--- src/inc/ppos_pkg.sv ---
// Constants and types shared by the port power, overcurrent and split logic
package ppos_pkg;

  localparam int unsigned NUM_PORTS = 7;
  localparam int unsigned NUM_SPLIT = 2;
  localparam int unsigned FIRST_SPLIT_IDX = 4;

  // Timing
  localparam int unsigned CLK_PERIOD_NS = 20;
  localparam int unsigned MS_NS = 1000000;
  localparam int unsigned TICK_CYCLES =
    (MS_NS + CLK_PERIOD_NS - 1) / CLK_PERIOD_NS;
  localparam logic [15:0] LINK_TO_UNIT_MS = 16'h00C8;
  localparam logic [15:0] PULSE_BASE_MS = 16'h015E;
  localparam logic [15:0] PULSE_STEP_MS = 16'h000A;

  // Register offsets
  localparam logic [15:0] ADDR_LOCKOUT = 16'h30E1;
  localparam logic [15:0] ADDR_SINGLE_WIDTH = 16'h30EA;
  localparam logic [15:0] ADDR_DOUBLE_WINDOW = 16'h30EB;
  localparam logic [15:0] ADDR_SPLIT_PORTS = 16'h3C48;
  localparam logic [15:0] ADDR_SPLIT_GLOBAL = 16'h4141;
  localparam logic [15:0] ADDR_P5_PIN_SEL = 16'h416E;
  localparam logic [15:0] ADDR_P6_PIN_SEL = 16'h416F;
  localparam logic [15:0] ADDR_LINK_TIMEOUT = 16'h4171;
  localparam logic [15:0] ADDR_PULSE_LEN = 16'h4176;

  // Reset values
  localparam logic [7:0] RST_LOCKOUT = 8'h0A;
  localparam logic [3:0] RST_SINGLE_WIDTH = 4'h5;
  localparam logic [7:0] RST_DOUBLE_WINDOW = 8'h14;
  localparam logic [7:0] RST_SPLIT_PORTS = 8'h00;
  localparam logic RST_SPLIT_GLOBAL = 1'b0;
  localparam logic [7:0] RST_PIN_SEL = 8'h00;
  localparam logic [7:0] RST_LINK_TIMEOUT = 8'h05;
  localparam logic [7:0] RST_PULSE_LEN = 8'h05;

  // Field positions
  localparam int unsigned SPLIT_P5_BIT = 5;
  localparam int unsigned SPLIT_P6_BIT = 6;
  localparam int unsigned GLOBAL_EN_BIT = 0;

  // Pin select codes, port 5 then port 6
  localparam logic [7:0] SEL_P5_OPT_A = 8'h42;
  localparam logic [7:0] SEL_P5_OPT_B = 8'h05;
  localparam logic [7:0] SEL_P6_OPT_A = 8'h06;
  localparam logic [7:0] SEL_P6_OPT_B = 8'h04;

  // Link state codes judged stuck
  localparam logic [3:0] LINK_STUCK_LO = 4'h4;
  localparam logic [3:0] LINK_STUCK_HI = 4'h9;

  typedef struct packed {
    logic [3:0] width;
    logic [7:0] window;
    logic [7:0] lockout;
  } ppos_oc_cfg_t;

  typedef enum logic [0:0] {
    WD_WATCH = 1'b0,
    WD_PULSE = 1'b1
  } ppos_wd_state_t;

endpackage : ppos_pkg

--- src/core/ppos_oc_filter.sv ---
// Overcurrent filter for one power/sense pin: lockout, single and double pulse
`timescale 1ns/1ps
module ppos_oc_filter (
  input wire logic clk_i,
  input wire logic rst_i,
  input wire logic tick_i,
  input wire logic powered_i,
  input wire logic sense_i,
  input wire ppos_pkg::ppos_oc_cfg_t cfg_i,
  output logic oc_o
);

  logic pwr_q;
  logic [7:0] lock_q;
  logic [3:0] low_ms_q;
  logic sense_q;
  logic first_q;
  logic [7:0] win_q;
  logic oc_q;
  logic power_up;
  logic armed;
  logic grp_start;
  logic single_hit;
  logic double_hit;

  assign power_up = powered_i & ~pwr_q;
  assign armed = powered_i & pwr_q & (lock_q == 8'h00);
  assign grp_start = armed & ~sense_i & sense_q;
  assign single_hit = armed & ~sense_i & (low_ms_q >= cfg_i.width);
  assign double_hit = grp_start & first_q;
  assign oc_o = oc_q;

  always_ff @(posedge clk_i or posedge rst_i) begin
    if (rst_i) begin
      pwr_q <= 1'b0;
    end else begin
      pwr_q <= powered_i;
    end
  end

  // Pin state is ignored while the lockout runs down after power-on
  always_ff @(posedge clk_i or posedge rst_i) begin
    if (rst_i) begin
      lock_q <= 8'h00;
    end else if (power_up) begin
      lock_q <= cfg_i.lockout;
    end else if (tick_i && lock_q != 8'h00) begin
      lock_q <= lock_q - 8'h01;
    end
  end

  // Continuous low time in whole ms, saturating
  always_ff @(posedge clk_i or posedge rst_i) begin
    if (rst_i) begin
      low_ms_q <= 4'h0;
    end else if (!armed || sense_i) begin
      low_ms_q <= 4'h0;
    end else if (tick_i && low_ms_q != 4'hF) begin
      low_ms_q <= low_ms_q + 4'h1;
    end
  end

  always_ff @(posedge clk_i or posedge rst_i) begin
    if (rst_i) begin
      sense_q <= 1'b1;
    end else if (power_up) begin
      sense_q <= 1'b1;
    end else if (armed) begin
      sense_q <= sense_i;
    end
  end

  // Rolling window opened by the first low group
  always_ff @(posedge clk_i or posedge rst_i) begin
    if (rst_i) begin
      first_q <= 1'b0;
      win_q <= 8'h00;
    end else if (power_up || !powered_i) begin
      first_q <= 1'b0;
      win_q <= 8'h00;
    end else if (grp_start && !first_q) begin
      first_q <= 1'b1;
      win_q <= cfg_i.window;
    end else if (first_q && tick_i) begin
      win_q <= win_q - 8'h01;
      if (win_q <= 8'h01) begin
        first_q <= 1'b0;
      end
    end
  end

  // Held until port power goes off; a low from a blown fuse counts the same
  always_ff @(posedge clk_i or posedge rst_i) begin
    if (rst_i) begin
      oc_q <= 1'b0;
    end else if (single_hit || double_hit) begin
      oc_q <= 1'b1;
    end else if (!powered_i) begin
      oc_q <= 1'b0;
    end
  end

  AST_SINGLE_FIRES: assert property (@(posedge clk_i) disable iff (rst_i)
    (armed && !sense_i && low_ms_q >= cfg_i.width) |=> oc_q)
    else $error("single pulse did not raise overcurrent");

  AST_DOUBLE_FIRES: assert property (@(posedge clk_i) disable iff (rst_i)
    (grp_start && first_q) |=> oc_q)
    else $error("double pulse did not raise overcurrent");

  AST_LOCKOUT_QUIET: assert property (@(posedge clk_i) disable iff (rst_i)
    $rose(oc_q) |-> $past(lock_q) == 8'h00 && $past(pwr_q))
    else $error("overcurrent raised during lockout");

  AST_POWER_UP_RESTART: assert property (@(posedge clk_i) disable iff (rst_i)
    power_up |=> lock_q == $past(cfg_i.lockout) && !first_q)
    else $error("lockout not restarted on power-on");

  AST_LOW_IS_FAULT: assert property (@(posedge clk_i) disable iff (rst_i)
    (armed && !sense_i && cfg_i.width == 4'h0) |=> oc_q)
    else $error("low sense with zero width not flagged");

  COV_SINGLE: cover property (@(posedge clk_i) disable iff (rst_i)
    single_hit && !oc_q);
  COV_DOUBLE: cover property (@(posedge clk_i) disable iff (rst_i)
    double_hit && !single_hit);

endmodule : ppos_oc_filter

--- src/core/ppos_top.sv ---
// Port power control, overcurrent filtering and USB 3 port splitting
`timescale 1ns/1ps
// What this block does
// - Powered: overcurrent when sense stays low for the single width.
// - Also overcurrent when two low groups fall in the double window.
// - In ganged mode a fault on the shared pin flags every port.
// - Single width is a 4-bit ms code, 0 to 15 ms, reset 5 ms.
// - Double window is an 8-bit ms count, reset 20 ms.
// - After power-on, ignore overcurrent until 8-bit ms lockout ends.
// - Lockout value resets to 10 ms.
// - Power off drives pin low; power on releases it with pull-up.
// - A fuse-opened low on sense counts as overcurrent, like a switch.
// - Splitting exists only on downstream ports 5 and 6.
// - Split: control pin keeps USB 2 half; own pin powers USB 3 half.
// - No overcurrent detection on the split USB 3 power pin.
// - Port 5 select: 0x42 picks option A pin, 0x05 option B.
// - Port 6 select: 0x06 picks option A pin, 0x04 option B.
// - Per-port enable: bit 5 port 5, bit 6 port 6, reset zero.
// - Splitting acts only with global enable bit 0 set, reset zero.
// - When split, watch the USB 3 link; toggle split pin on timeout.
// - Stuck means one link code in 0x4..0x9 held for the whole timeout.
// - The link timer clears and restarts on every timeout.
// - Timeout resets to 0x05 (one second); 0x00 disables it.
// - Split pin low time set by register, default 400 ms, 350 ms..2.9 s.
module ppos_top #(
  parameter int unsigned TICK_CYCLES = ppos_pkg::TICK_CYCLES
) (
  input wire logic clk_i,
  input wire logic rst_i,
  input wire logic cfg_wr_i,
  input wire logic [15:0] cfg_addr_i,
  input wire logic [7:0] cfg_wdata_i,
  output logic [7:0] cfg_rdata_o,
  input wire logic gang_mode_i,
  input wire logic gang_power_en_i,
  input wire logic [6:0] port_power_en_i,
  input wire logic [6:0] port_power_sense_pin_i,
  output logic [6:0] port_power_sense_pin_o,
  output logic [6:0] port_power_sense_pin_oe_o,
  output logic [6:0] port_pullup_en_o,
  input wire logic shared_power_sense_pin_i,
  output logic shared_power_sense_pin_o,
  output logic shared_power_sense_pin_oe_o,
  output logic shared_pullup_en_o,
  input wire logic [7:0] ss_link_state_i,
  output logic [3:0] superspeed_half_power_pin_o,
  output logic [3:0] superspeed_half_power_pin_oe_o,
  output logic [6:0] oc_flags_o,
  output logic [1:0] split_active_o
);

  // Configuration registers
  logic [7:0] lockout_q;
  logic [3:0] single_width_q;
  logic [7:0] double_window_q;
  logic [7:0] split_ports_q;
  logic split_global_q;
  logic [7:0] p5_pin_sel_q;
  logic [7:0] p6_pin_sel_q;
  logic [7:0] link_timeout_q;
  logic [7:0] pulse_len_q;
  logic [7:0] rdata_q;

  // Tick divider
  logic [15:0] tick_cnt_q;
  logic tick_q;

  ppos_pkg::ppos_oc_cfg_t oc_cfg;
  logic [6:0] port_oc;
  logic gang_oc;
  logic [6:0] oc_flags_q;
  logic [6:0] pin_oe_q;
  logic [6:0] pin_o_q;
  logic [6:0] pullup_q;
  logic gang_oe_q;
  logic gang_o_q;
  logic gang_pullup_q;

  // Split support, index 0 is port 5, index 1 is port 6
  logic [1:0] opt_a;
  logic [1:0] opt_b;
  logic [1:0] split_act;
  logic [1:0] split_act_q;
  logic [1:0] wd_fire;
  logic [1:0] split_pwr;
  logic [3:0] ss_pin_q;
  logic [3:0] ss_oe_q;
  ppos_pkg::ppos_wd_state_t wd_state_q [2];
  logic [15:0] wd_cnt_q [2];
  logic [3:0] prev_link_q [2];
  logic [15:0] timeout_ms;
  logic [15:0] pulse_ms;

  assign oc_cfg.width = single_width_q;
  assign oc_cfg.window = double_window_q;
  assign oc_cfg.lockout = lockout_q;

  // Register writes; reserved bits never store
  always_ff @(posedge clk_i or posedge rst_i) begin
    if (rst_i) begin
      lockout_q <= ppos_pkg::RST_LOCKOUT;
      single_width_q <= ppos_pkg::RST_SINGLE_WIDTH;
      double_window_q <= ppos_pkg::RST_DOUBLE_WINDOW;
      split_ports_q <= ppos_pkg::RST_SPLIT_PORTS;
      split_global_q <= ppos_pkg::RST_SPLIT_GLOBAL;
      p5_pin_sel_q <= ppos_pkg::RST_PIN_SEL;
      p6_pin_sel_q <= ppos_pkg::RST_PIN_SEL;
      link_timeout_q <= ppos_pkg::RST_LINK_TIMEOUT;
      pulse_len_q <= ppos_pkg::RST_PULSE_LEN;
    end else if (cfg_wr_i) begin
      case (cfg_addr_i)
        ppos_pkg::ADDR_LOCKOUT: lockout_q <= cfg_wdata_i;
        ppos_pkg::ADDR_SINGLE_WIDTH: single_width_q <= cfg_wdata_i[3:0];
        ppos_pkg::ADDR_DOUBLE_WINDOW: double_window_q <= cfg_wdata_i;
        ppos_pkg::ADDR_SPLIT_PORTS: begin
          split_ports_q <= 8'h00;
          split_ports_q[ppos_pkg::SPLIT_P5_BIT] <=
            cfg_wdata_i[ppos_pkg::SPLIT_P5_BIT];
          split_ports_q[ppos_pkg::SPLIT_P6_BIT] <=
            cfg_wdata_i[ppos_pkg::SPLIT_P6_BIT];
        end
        ppos_pkg::ADDR_SPLIT_GLOBAL: begin
          split_global_q <= cfg_wdata_i[ppos_pkg::GLOBAL_EN_BIT];
        end
        ppos_pkg::ADDR_P5_PIN_SEL: p5_pin_sel_q <= cfg_wdata_i;
        ppos_pkg::ADDR_P6_PIN_SEL: p6_pin_sel_q <= cfg_wdata_i;
        ppos_pkg::ADDR_LINK_TIMEOUT: link_timeout_q <= cfg_wdata_i;
        ppos_pkg::ADDR_PULSE_LEN: pulse_len_q <= cfg_wdata_i;
        default: begin
        end
      endcase
    end
  end

  // Read data follows the address one cycle later; unmapped reads zero
  always_ff @(posedge clk_i or posedge rst_i) begin
    if (rst_i) begin
      rdata_q <= 8'h00;
    end else begin
      case (cfg_addr_i)
        ppos_pkg::ADDR_LOCKOUT: rdata_q <= lockout_q;
        ppos_pkg::ADDR_SINGLE_WIDTH: rdata_q <= {4'h0, single_width_q};
        ppos_pkg::ADDR_DOUBLE_WINDOW: rdata_q <= double_window_q;
        ppos_pkg::ADDR_SPLIT_PORTS: rdata_q <= split_ports_q;
        ppos_pkg::ADDR_SPLIT_GLOBAL: rdata_q <= {7'h00, split_global_q};
        ppos_pkg::ADDR_P5_PIN_SEL: rdata_q <= p5_pin_sel_q;
        ppos_pkg::ADDR_P6_PIN_SEL: rdata_q <= p6_pin_sel_q;
        ppos_pkg::ADDR_LINK_TIMEOUT: rdata_q <= link_timeout_q;
        ppos_pkg::ADDR_PULSE_LEN: rdata_q <= pulse_len_q;
        default: rdata_q <= 8'h00;
      endcase
    end
  end

  assign cfg_rdata_o = rdata_q;

  // One pulse per millisecond
  always_ff @(posedge clk_i or posedge rst_i) begin
    if (rst_i) begin
      tick_cnt_q <= 16'h0000;
      tick_q <= 1'b0;
    end else if (tick_cnt_q == 16'(TICK_CYCLES - 1)) begin
      tick_cnt_q <= 16'h0000;
      tick_q <= 1'b1;
    end else begin
      tick_cnt_q <= tick_cnt_q + 16'h0001;
      tick_q <= 1'b0;
    end
  end

  // One filter per port pin, plus one on the shared pin
  for (genvar k = 0; k < ppos_pkg::NUM_PORTS; k++) begin : g_port
    ppos_oc_filter u_filter (
      .clk_i(clk_i),
      .rst_i(rst_i),
      .tick_i(tick_q),
      .powered_i(port_power_en_i[k] & ~gang_mode_i),
      .sense_i(port_power_sense_pin_i[k]),
      .cfg_i(oc_cfg),
      .oc_o(port_oc[k])
    );
  end

  ppos_oc_filter u_gang_filter (
    .clk_i(clk_i),
    .rst_i(rst_i),
    .tick_i(tick_q),
    .powered_i(gang_power_en_i & gang_mode_i),
    .sense_i(shared_power_sense_pin_i),
    .cfg_i(oc_cfg),
    .oc_o(gang_oc)
  );

  always_ff @(posedge clk_i or posedge rst_i) begin
    if (rst_i) begin
      oc_flags_q <= 7'h00;
    end else if (gang_mode_i) begin
      oc_flags_q <= {7{gang_oc}};
    end else begin
      oc_flags_q <= port_oc;
    end
  end

  assign oc_flags_o = oc_flags_q;

  // Open drain: drive low when off, release with pull-up when on.
  // Pull-up is off while driving low to save power.
  always_ff @(posedge clk_i or posedge rst_i) begin
    if (rst_i) begin
      pin_oe_q <= 7'h7F;
      pin_o_q <= 7'h00;
      pullup_q <= 7'h00;
      gang_oe_q <= 1'b0;
      gang_o_q <= 1'b0;
      gang_pullup_q <= 1'b0;
    end else begin
      pin_oe_q <= ~port_power_en_i;
      pin_o_q <= 7'h00;
      pullup_q <= port_power_en_i;
      gang_oe_q <= gang_mode_i & ~gang_power_en_i;
      gang_o_q <= 1'b0;
      gang_pullup_q <= gang_mode_i & gang_power_en_i;
    end
  end

  assign port_power_sense_pin_oe_o = pin_oe_q;
  assign port_power_sense_pin_o = pin_o_q;
  assign port_pullup_en_o = pullup_q;
  assign shared_power_sense_pin_oe_o = gang_oe_q;
  assign shared_power_sense_pin_o = gang_o_q;
  assign shared_pullup_en_o = gang_pullup_q;

  // Pin select decode; an unknown code leaves the port unsplit
  assign opt_a[0] = (p5_pin_sel_q == ppos_pkg::SEL_P5_OPT_A);
  assign opt_b[0] = (p5_pin_sel_q == ppos_pkg::SEL_P5_OPT_B);
  assign opt_a[1] = (p6_pin_sel_q == ppos_pkg::SEL_P6_OPT_A);
  assign opt_b[1] = (p6_pin_sel_q == ppos_pkg::SEL_P6_OPT_B);
  assign split_act[0] = split_global_q & (opt_a[0] | opt_b[0]) &
    split_ports_q[ppos_pkg::SPLIT_P5_BIT];
  assign split_act[1] = split_global_q & (opt_a[1] | opt_b[1]) &
    split_ports_q[ppos_pkg::SPLIT_P6_BIT];

  assign timeout_ms = 16'(link_timeout_q) * ppos_pkg::LINK_TO_UNIT_MS;
  assign pulse_ms = ppos_pkg::PULSE_BASE_MS +
    16'(pulse_len_q) * ppos_pkg::PULSE_STEP_MS;

  for (genvar j = 0; j < ppos_pkg::NUM_SPLIT; j++) begin : g_split
    logic [3:0] link;
    logic stuck;
    assign link = ss_link_state_i[4*j +: 4];
    assign stuck = (link >= ppos_pkg::LINK_STUCK_LO) &&
      (link <= ppos_pkg::LINK_STUCK_HI);
    assign wd_fire[j] = (wd_state_q[j] == ppos_pkg::WD_WATCH) && tick_q &&
      split_act[j] && (link_timeout_q != 8'h00) && stuck &&
      (link == prev_link_q[j]) && (wd_cnt_q[j] + 16'h0001 >= timeout_ms);

    // In WD_WATCH the count only grows while the code holds one stuck value; in WD_PULSE it counts the low time
    always_ff @(posedge clk_i or posedge rst_i) begin
      if (rst_i) begin
        wd_state_q[j] <= ppos_pkg::WD_WATCH;
        wd_cnt_q[j] <= 16'h0000;
        prev_link_q[j] <= 4'h0;
      end else begin
        prev_link_q[j] <= link;
        case (wd_state_q[j])
          ppos_pkg::WD_WATCH: begin
            if (!split_act[j] || link_timeout_q == 8'h00 || !stuck ||
                link != prev_link_q[j]) begin
              wd_cnt_q[j] <= 16'h0000;
            end else if (wd_fire[j]) begin
              wd_cnt_q[j] <= 16'h0000;
              wd_state_q[j] <= ppos_pkg::WD_PULSE;
            end else if (tick_q) begin
              wd_cnt_q[j] <= wd_cnt_q[j] + 16'h0001;
            end
          end
          ppos_pkg::WD_PULSE: begin
            // Dropping the split abandons the pulse so no stale state lingers
            if (!split_act[j] ||
                (tick_q && wd_cnt_q[j] + 16'h0001 >= pulse_ms)) begin
              wd_cnt_q[j] <= 16'h0000;
              wd_state_q[j] <= ppos_pkg::WD_WATCH;
            end else if (tick_q) begin
              wd_cnt_q[j] <= wd_cnt_q[j] + 16'h0001;
            end
          end
          default: begin
            wd_state_q[j] <= ppos_pkg::WD_WATCH;
            wd_cnt_q[j] <= 16'h0000;
          end
        endcase
      end
    end

    // USB 3 half follows port power, dropped during a link reset pulse
    assign split_pwr[j] = split_act[j] &
      port_power_en_i[ppos_pkg::FIRST_SPLIT_IDX + j] &
      (wd_state_q[j] == ppos_pkg::WD_WATCH);
  end

  // Split pins are push-pull outputs with no sense path
  always_ff @(posedge clk_i or posedge rst_i) begin
    if (rst_i) begin
      ss_pin_q <= 4'h0;
      ss_oe_q <= 4'h0;
      split_act_q <= 2'b00;
    end else begin
      ss_oe_q <= {opt_b[1], opt_a[1], opt_b[0], opt_a[0]} &
        {{2{split_act[1]}}, {2{split_act[0]}}};
      ss_pin_q <= {{2{split_pwr[1]}}, {2{split_pwr[0]}}};
      split_act_q <= split_act;
    end
  end

  assign superspeed_half_power_pin_o = ss_pin_q;
  assign superspeed_half_power_pin_oe_o = ss_oe_q;
  assign split_active_o = split_act_q;

  AST_PIN_OFF_LOW: assert property (@(posedge clk_i) disable iff (rst_i)
    1'b1 |=> ((~$past(port_power_en_i) & ~port_power_sense_pin_oe_o) == 7'h00)
      && (port_power_sense_pin_o == 7'h00))
    else $error("unpowered port pin not driven low");

  AST_GANG_ALL: assert property (@(posedge clk_i) disable iff (rst_i)
    (gang_mode_i && gang_oc) |=> oc_flags_o == 7'h7F)
    else $error("ganged fault not flagged on all ports");

  AST_GLOBAL_GATE: assert property (@(posedge clk_i) disable iff (rst_i)
    !split_global_q |=> split_active_o == 2'b00 &&
      superspeed_half_power_pin_oe_o == 4'h0)
    else $error("split active without global enable");

  AST_TIMEOUT_PULSE: assert property (@(posedge clk_i) disable iff (rst_i)
    wd_fire[0] && split_act[0] |=> wd_cnt_q[0] == 16'h0000 ##1
      superspeed_half_power_pin_o[1:0] == 2'b00)
    else $error("link timeout did not drop split pin");

  AST_NO_TIMEOUT_ZERO: assert property (@(posedge clk_i) disable iff (rst_i)
    link_timeout_q == 8'h00 |-> wd_fire == 2'b00)
    else $error("link timeout fired while disabled");

  COV_SPLIT_P5: cover property (@(posedge clk_i) disable iff (rst_i)
    split_act_q[0]);
  COV_WD_FIRE: cover property (@(posedge clk_i) disable iff (rst_i)
    wd_fire[1]);
  COV_GANG: cover property (@(posedge clk_i) disable iff (rst_i)
    gang_mode_i && gang_oc);

endmodule : ppos_top

--- config.mk ---
export PLATFORM = sky130hd
export DESIGN_NAME = ppos_top
export DESIGN_NICKNAME = d
export VERILOG_FILES = /design/src/inc/ppos_pkg.sv /design/src/core/ppos_oc_filter.sv /design/src/core/ppos_top.sv
export SDC_FILE = /design/constraint.sdc
export NUM_CORES = 1
export LEC_CHECK = 0
export ABC_AREA = 1
export CORE_UTILIZATION = 40
export DETAILED_ROUTE_END_ITERATION = 16
export DONT_BUFFER_PORTS = 1
export PLACE_DENSITY = 0.56
export SLEW_MARGIN = 40
export SYNTH_ARGS = -nofsm -noshare
export SYNTH_HDL_FRONTEND = slang
export SYNTH_HIERARCHICAL = 1
export SYNTH_SLANG_ARGS = --single-unit
--- constraint.sdc ---
create_clock -name clk_i -period 7 [get_ports clk_i]
set_clock_uncertainty 0.05 [all_clocks]
set_input_delay 1.4 -clock clk_i [delete_from_list [all_inputs] [get_ports clk_i]]
set_output_delay 1.4 -clock clk_i [all_outputs]
set_load 0.1 [all_outputs]
-- Yosys cells after proc, flatten, opt, wreduce, memory -nomap -nowiden
Cells that the tools add are included.
- bits in registers: 345
- bits in latches: 0
- memory bits (writable): 0
- bits in read-only memories: 0
- word-level logic and storage cells: 591
- memories kept: 0
- add/sub/neg operators: 28
- multipliers: 2
- div/mod/pow operators: 0
- order comparisons: 24
- equality and inequality tests: 34
- shifts and indexed selects: 0
- multiplexer cells: 142
- bitwise operators: 97
- reductions and logical operators: 183
- operator list (operator ; number):
    $mux 8 ; 40
    $mux 16 ; 9
    $sub 8x1->8 const B ; 16
    $eq 16x15->1 const B ; 5
    $and 1x1->1 ; 73
    $logic_not 8->1 ; 9
    $pmux 8 s9 ; 1
    $reduce_bool 8->1 ; 9
    $mux 1 ; 71
    $eq 16x14->1 const B ; 4
    $le 8x1->1 const B ; 8
    $mux 4 ; 16
    $pmux 16 s2 ; 2
    $add 16x1->16 const B ; 3
    $logic_and 1x1->1 ; 48
    $reduce_bool 2->1 ; 24
    $reduce_bool 3->1 ; 16
    $reduce_and 2->1 ; 17
    $add 4x1->4 const B ; 8
    $ge 16x13->1 ; 2
    $ge 16x16->1 ; 2
    $ge 4x4->1 ; 8
    $logic_or 1x1->1 ; 32
    $ne 4x4->1 const B ; 8
    other kinds (18) ; 79

-- Longest topological paths before layout
- depth after elaboration: 12
- gate-level depth with buffers: 26

-- Modules after synthesis
Netlist, hierarchy kept.
- modules (own cells, without submodules) (module ; times used ; cells an instance ; area each (um2)):
    ppos_oc_filter ; 8 ; 236 ; 1707.9
    ppos_top ; 1 ; 1142 ; 9526.6

-- Worst setup path before layout
No wires, ideal clock.
- path type: register -> register
- from: reg link_timeout_q[2]
- to: reg wd_cnt_q[21] in the netlist's numbering
- library setup time: 124 ps
- arrival time: 4152 ps
- data required time: 6826 ps
- setup slack: 2674 ps
- cell stages (with the launch flop): 25
- buffers on the path: 1
- path through: dfstp_2 -> inv_1 -> ha_1 -> ha_1 -> fa_1 -> ha_1 -> a21oi_1 -> o21bai_1 -> a21oi_1 -> nor2_1 -> nor2_1 -> o21bai_1 -> a21oi_1 -> xor2_1 -> ha_1 -> nand2_1 -> inv_1 -> nand3_1 -> nor3_1 -> nand2_1 -> nand3_1 -> nand3_1 -> nand2_1 -> buf_6 -> a21oi_1
- word-level cells in the longest chain between the ends: 8
- elaborated cells on any way between the ends: 14
- classes of those cells: mul (1); order compare (1); mux (3); reduce/logical (9)
- ends and longest elaborated chain (what ; RTL line ; RTL):
    from (decl) ; ppos_top.sv:60 ; logic [7:0] link_timeout_q;
    from (signal assigned) ; ppos_top.sv:108 ; link_timeout_q <= ppos_pkg::RST_LINK_TIMEOUT;
    from (signal assigned) ; ppos_top.sv:127 ; ppos_pkg::ADDR_LINK_TIMEOUT: link_timeout_q <= cfg_wdata_i;
    parallel branches: the longest is 6 deep, another holds $ge 16x16->1 ; - ;
    $mux 16 (*) ; ppos_top.sv:267 ; if (!split_act[j] || link_timeout_q == 8'h00 || !stuck ||
    $pmux 16 s2 (*) ; ppos_top.sv:265 ; case (wd_state_q[j])
    to (signal, indexed assignment) ; ppos_top.sv:274 ; wd_cnt_q[j] <= wd_cnt_q[j] + 16'h0001;
    to (signal, indexed assignment) ; ppos_top.sv:284 ; wd_cnt_q[j] <= wd_cnt_q[j] + 16'h0001;
    to (decl) ; ppos_top.sv:89 ; logic [15:0] wd_cnt_q [2];
Every way passes the cells marked *.
A chain may end at the register's enable or synchronous reset.

-- Worst setup path in the final report
Ends and elaborated chain as after synthesis.

==> run metrics <==
status=finished clean; Layout area overhead=8.86%; Initial Util=between 40% and 50%; XOR/XNOR Fraction of Synth Area=around 2.4%; number of antenna violations at the first check in global routing=0; sum of net half-perimeters after detailed placement=44.2 mm; Post-synth EDFFs=0; Yosys top cell area share=about a third; final instance area=between 20,000 and 30,000 um^2; largest net degree at the start of global routing=60; R2R depth=23; GPL Wtd Cong=0.886; CTS sink cnt=about 350; Non-Filler Instances=3,802; number of global-route vias before repair=around 19,000; RR Startpoint=link_timeout_q[2]; Async SR Flop Fraction=100%; Die Height=approximately 240 um; Critical Path AT=5.49 ns; Total GRT Usage=between 20 and 25%; Die Wd=~240 um; Post-CTS Setup Repair Bufs=0; Critical Path End=wd_cnt_q[21]; main combinational cell family by area after synthesis=simple AND/OR/NAND/NOR gates; HP Class=reg -> reg; transition time at the pin with the least slew margin=approximately 0.9 ns; # diodes=0; yosys warns=6; crit path from=link_timeout_q[2]; FP Rows=between 80 and 90; post-CTS sizing=0; CP max FO=16; drt initial violations=approximately 1,500; core area=between 50,000 and 60,000 um^2; fmax=slightly below 200 MHz; Crit Reg-Reg Endpoint=wd_cnt_q[21]; peak supply drop=0.162 mV; critical path's largest stage delay=0.64 ns; CTS Root Cell=clkbuf_16; R2R Setup Slk=1.88 ns; final hold vios=0; Wirelength per Cell=~17 um; clk buf depth=3; total of max-cap violations=0; CTS hold repair buffers=0; critical path's slowest cell=nand2_1; Post-Synthesis Cell Area=around 23,000 um^2; post-synthesis register bit count=345; IO Port Bufs=0; slew margin rel.=between 40% and 50%; Slew Limit Fails=0; top-count cell post-synth=nand2_1; simple-gate share of the synthesized area=between 20% and 30%; Synth Flop Type=dfrtp_1; adder-cell share of the synthesized area=between 9 and 10%; largest cells by area after synthesis=dfrtp_1 35%, nand2_1 11%, ha_1 8.8%; Post-Place Cell Area=23,700 um^2; fin crit share=73.2%; Vias/cell=approximately 5.2; Mapped Cells=between 3,000 and 4,000; H-tree levels=2; final setup TNS=0 ns; Min Hold Slack=slightly above 0.4 ns; die area=58,900 um^2; drt total wl=63.1 mm; via count=19,900; Placed Cells=between 3,000 and 4,000; Layout Nets=3,231; num ports=between 100 and 150; RSZ-0062 raised after global routing=false; Final Setup Violations=0; Leakage=~0.013 uW; crit path launch type=flop; worst-path cell chain=inv_1, ha_1, ha_1, fa_1, ha_1, a21oi_1, o21bai_1, a21oi_1, nor2_1, nor2_1, o21bai_1, a21oi_1, xor2_1, ha_1, nand2_1, inv_1, nand3_1, nor3_1, nand2_1, nand3_1, nand3_1, nand2_1, a21oi_1; DR pass1 iterations=6; first-pass GRT wire length=approximately 100 mm; crit end category=flop; layout cells sized above 1=a little under a tenth; multiplexer share of the synthesized area=0.129%; TritonCTS Buffers=43; Mean Syn Cell Area=7.65 um^2; Synth Area in Compound Gates=a little over a tenth; clock transition at the registers of the reported paths=approximately 0.060 ns; Yosys cell types=roughly 60; fin crit period=about 5.1 ns; later-pin clock latency in the skew report=0.58 ns; Setup CP Type=reg -> reg; cell area power density=roughly 230 nW/um^2; Required @ worst endpoint=between 7 and 8 ns; Post-synth top cells=699 x nand2_1, 465 x inv_1, 320 x dfrtp_1; DR DRC count=0; grt ovf=0; register area share after synthesis=a little under two fifths; CTS tree=built; area leader, netlist=dfrtp_1; Final ANT Viol Nets=0
## stage by stage
stage | power (uW) | worst slack (ns) | utilization (%)
6_report | 5820 | 1.88 | 44.4
5_1_grt | 6130 | 1.54 | 44.4
4_1_cts | 5890 | 1.87 | 44.4
3_5_place_dp | 3410 | 1.92 | 41.7
3_3_place_gp | 3370 | 1.98 | 41.6
2_1_floorplan | 3210 | 1.46 | -
## sequential cells by signal (all words and copies together), names as in the netlist, 8 cells and up
signal and count:
link_timeout_q 8, wd_cnt_q 32, u_gang_filter/lock_q 8, double_window_q 8
p5_pin_sel_q 8, pulse_len_q 8, g_port.u_filter/win_q 56, g_port.u_filter/low_ms_q 28
u_gang_filter/win_q 8, tick_cnt_q 16, lockout_q 8, prev_link_q 8
cfg_rdata_o 8, g_port.u_filter/lock_q 56, p6_pin_sel_q 8
## layout make-up
cell class                      instances  area, um^2
Inverter                              492        1850
Clock buffer                           60        1260
Multi-Input combinational cell       2123       12100
Fill cell                            5641       31600
Timing Repair Buffer                    7        72.6
Clock inverter                         19         288
Sequential cell                       345        8680
Tap cell                              756         946
## worst min path at each step
stage,startpoint,endpoint,slack (ns),depth (start not counted)
after CTS,tick_cnt_q[0],tick_cnt_q[0],0.42,1
final,tick_cnt_q[0],tick_cnt_q[0],0.41,1
after global placement,tick_cnt_q[0],tick_cnt_q[0],0.40,1
after detailed placement,g_port[0].u_filter/oc_o,g_port[0].u_filter/oc_o,0.41,2
after floorplan,wd_state_q[1],superspeed_half_power_pin_o[1],0.36,1
after global routing,tick_cnt_q[0],tick_cnt_q[0],0.45,1
## layer usage
metal	part of all wire, %	track usage, %	up-vias	routed length (um)
met5	0	0	-	0
met4	3.0	7.49	0	1900
met3	6.2	3.74	112	3930
met2	44	33.7	496	28100
met1	46	29.8	9410	29200
li1	-	-	9902	-
## cells by family after synthesis
family                     count (synthesis)
AOI/OAI and AO/OA                        446
xor gates and xnor gates                  62
adders and majority gates                167
buffers and inverters                    570
DFF                                      345
muxes                                      3
other                                      2
and+or+nand+nor                         1435
## placed cells by master, fill, tap and decap left out, drive strengths merged, types with 25 or more instances in the layout
master and instances:
o211ai 32, xor2 52, nand3 262, a21oi 134, dfstp 25, dfrtp 320, inv 494, nor3 70
nor2 236, ha 163, nand4 104, clkbuf 60, o21ai 215, nand2 719
## power by group
group / internal [uW] / switching (uW) / total (uW)
Clock: 1520 / 921 / 2440
Sequential: 2150 / 187 / 2340
Combinational: 362 / 678 / 1040
Total: 4030 / 1790 / 5820
## worst max-delay path, delay by kind of cell, from the launching register on
family | cells | cell delay, ns
fa+ha+maj | 5 | 1.77
simple gates | 9 | 1.50
buf+inv | 2 | 0.15
xor+xnor | 1 | 0.11
compound gates | 6 | 0.82
flops | 1 | 0.55
Note: power is estimated with default switching activity, not from simulation.
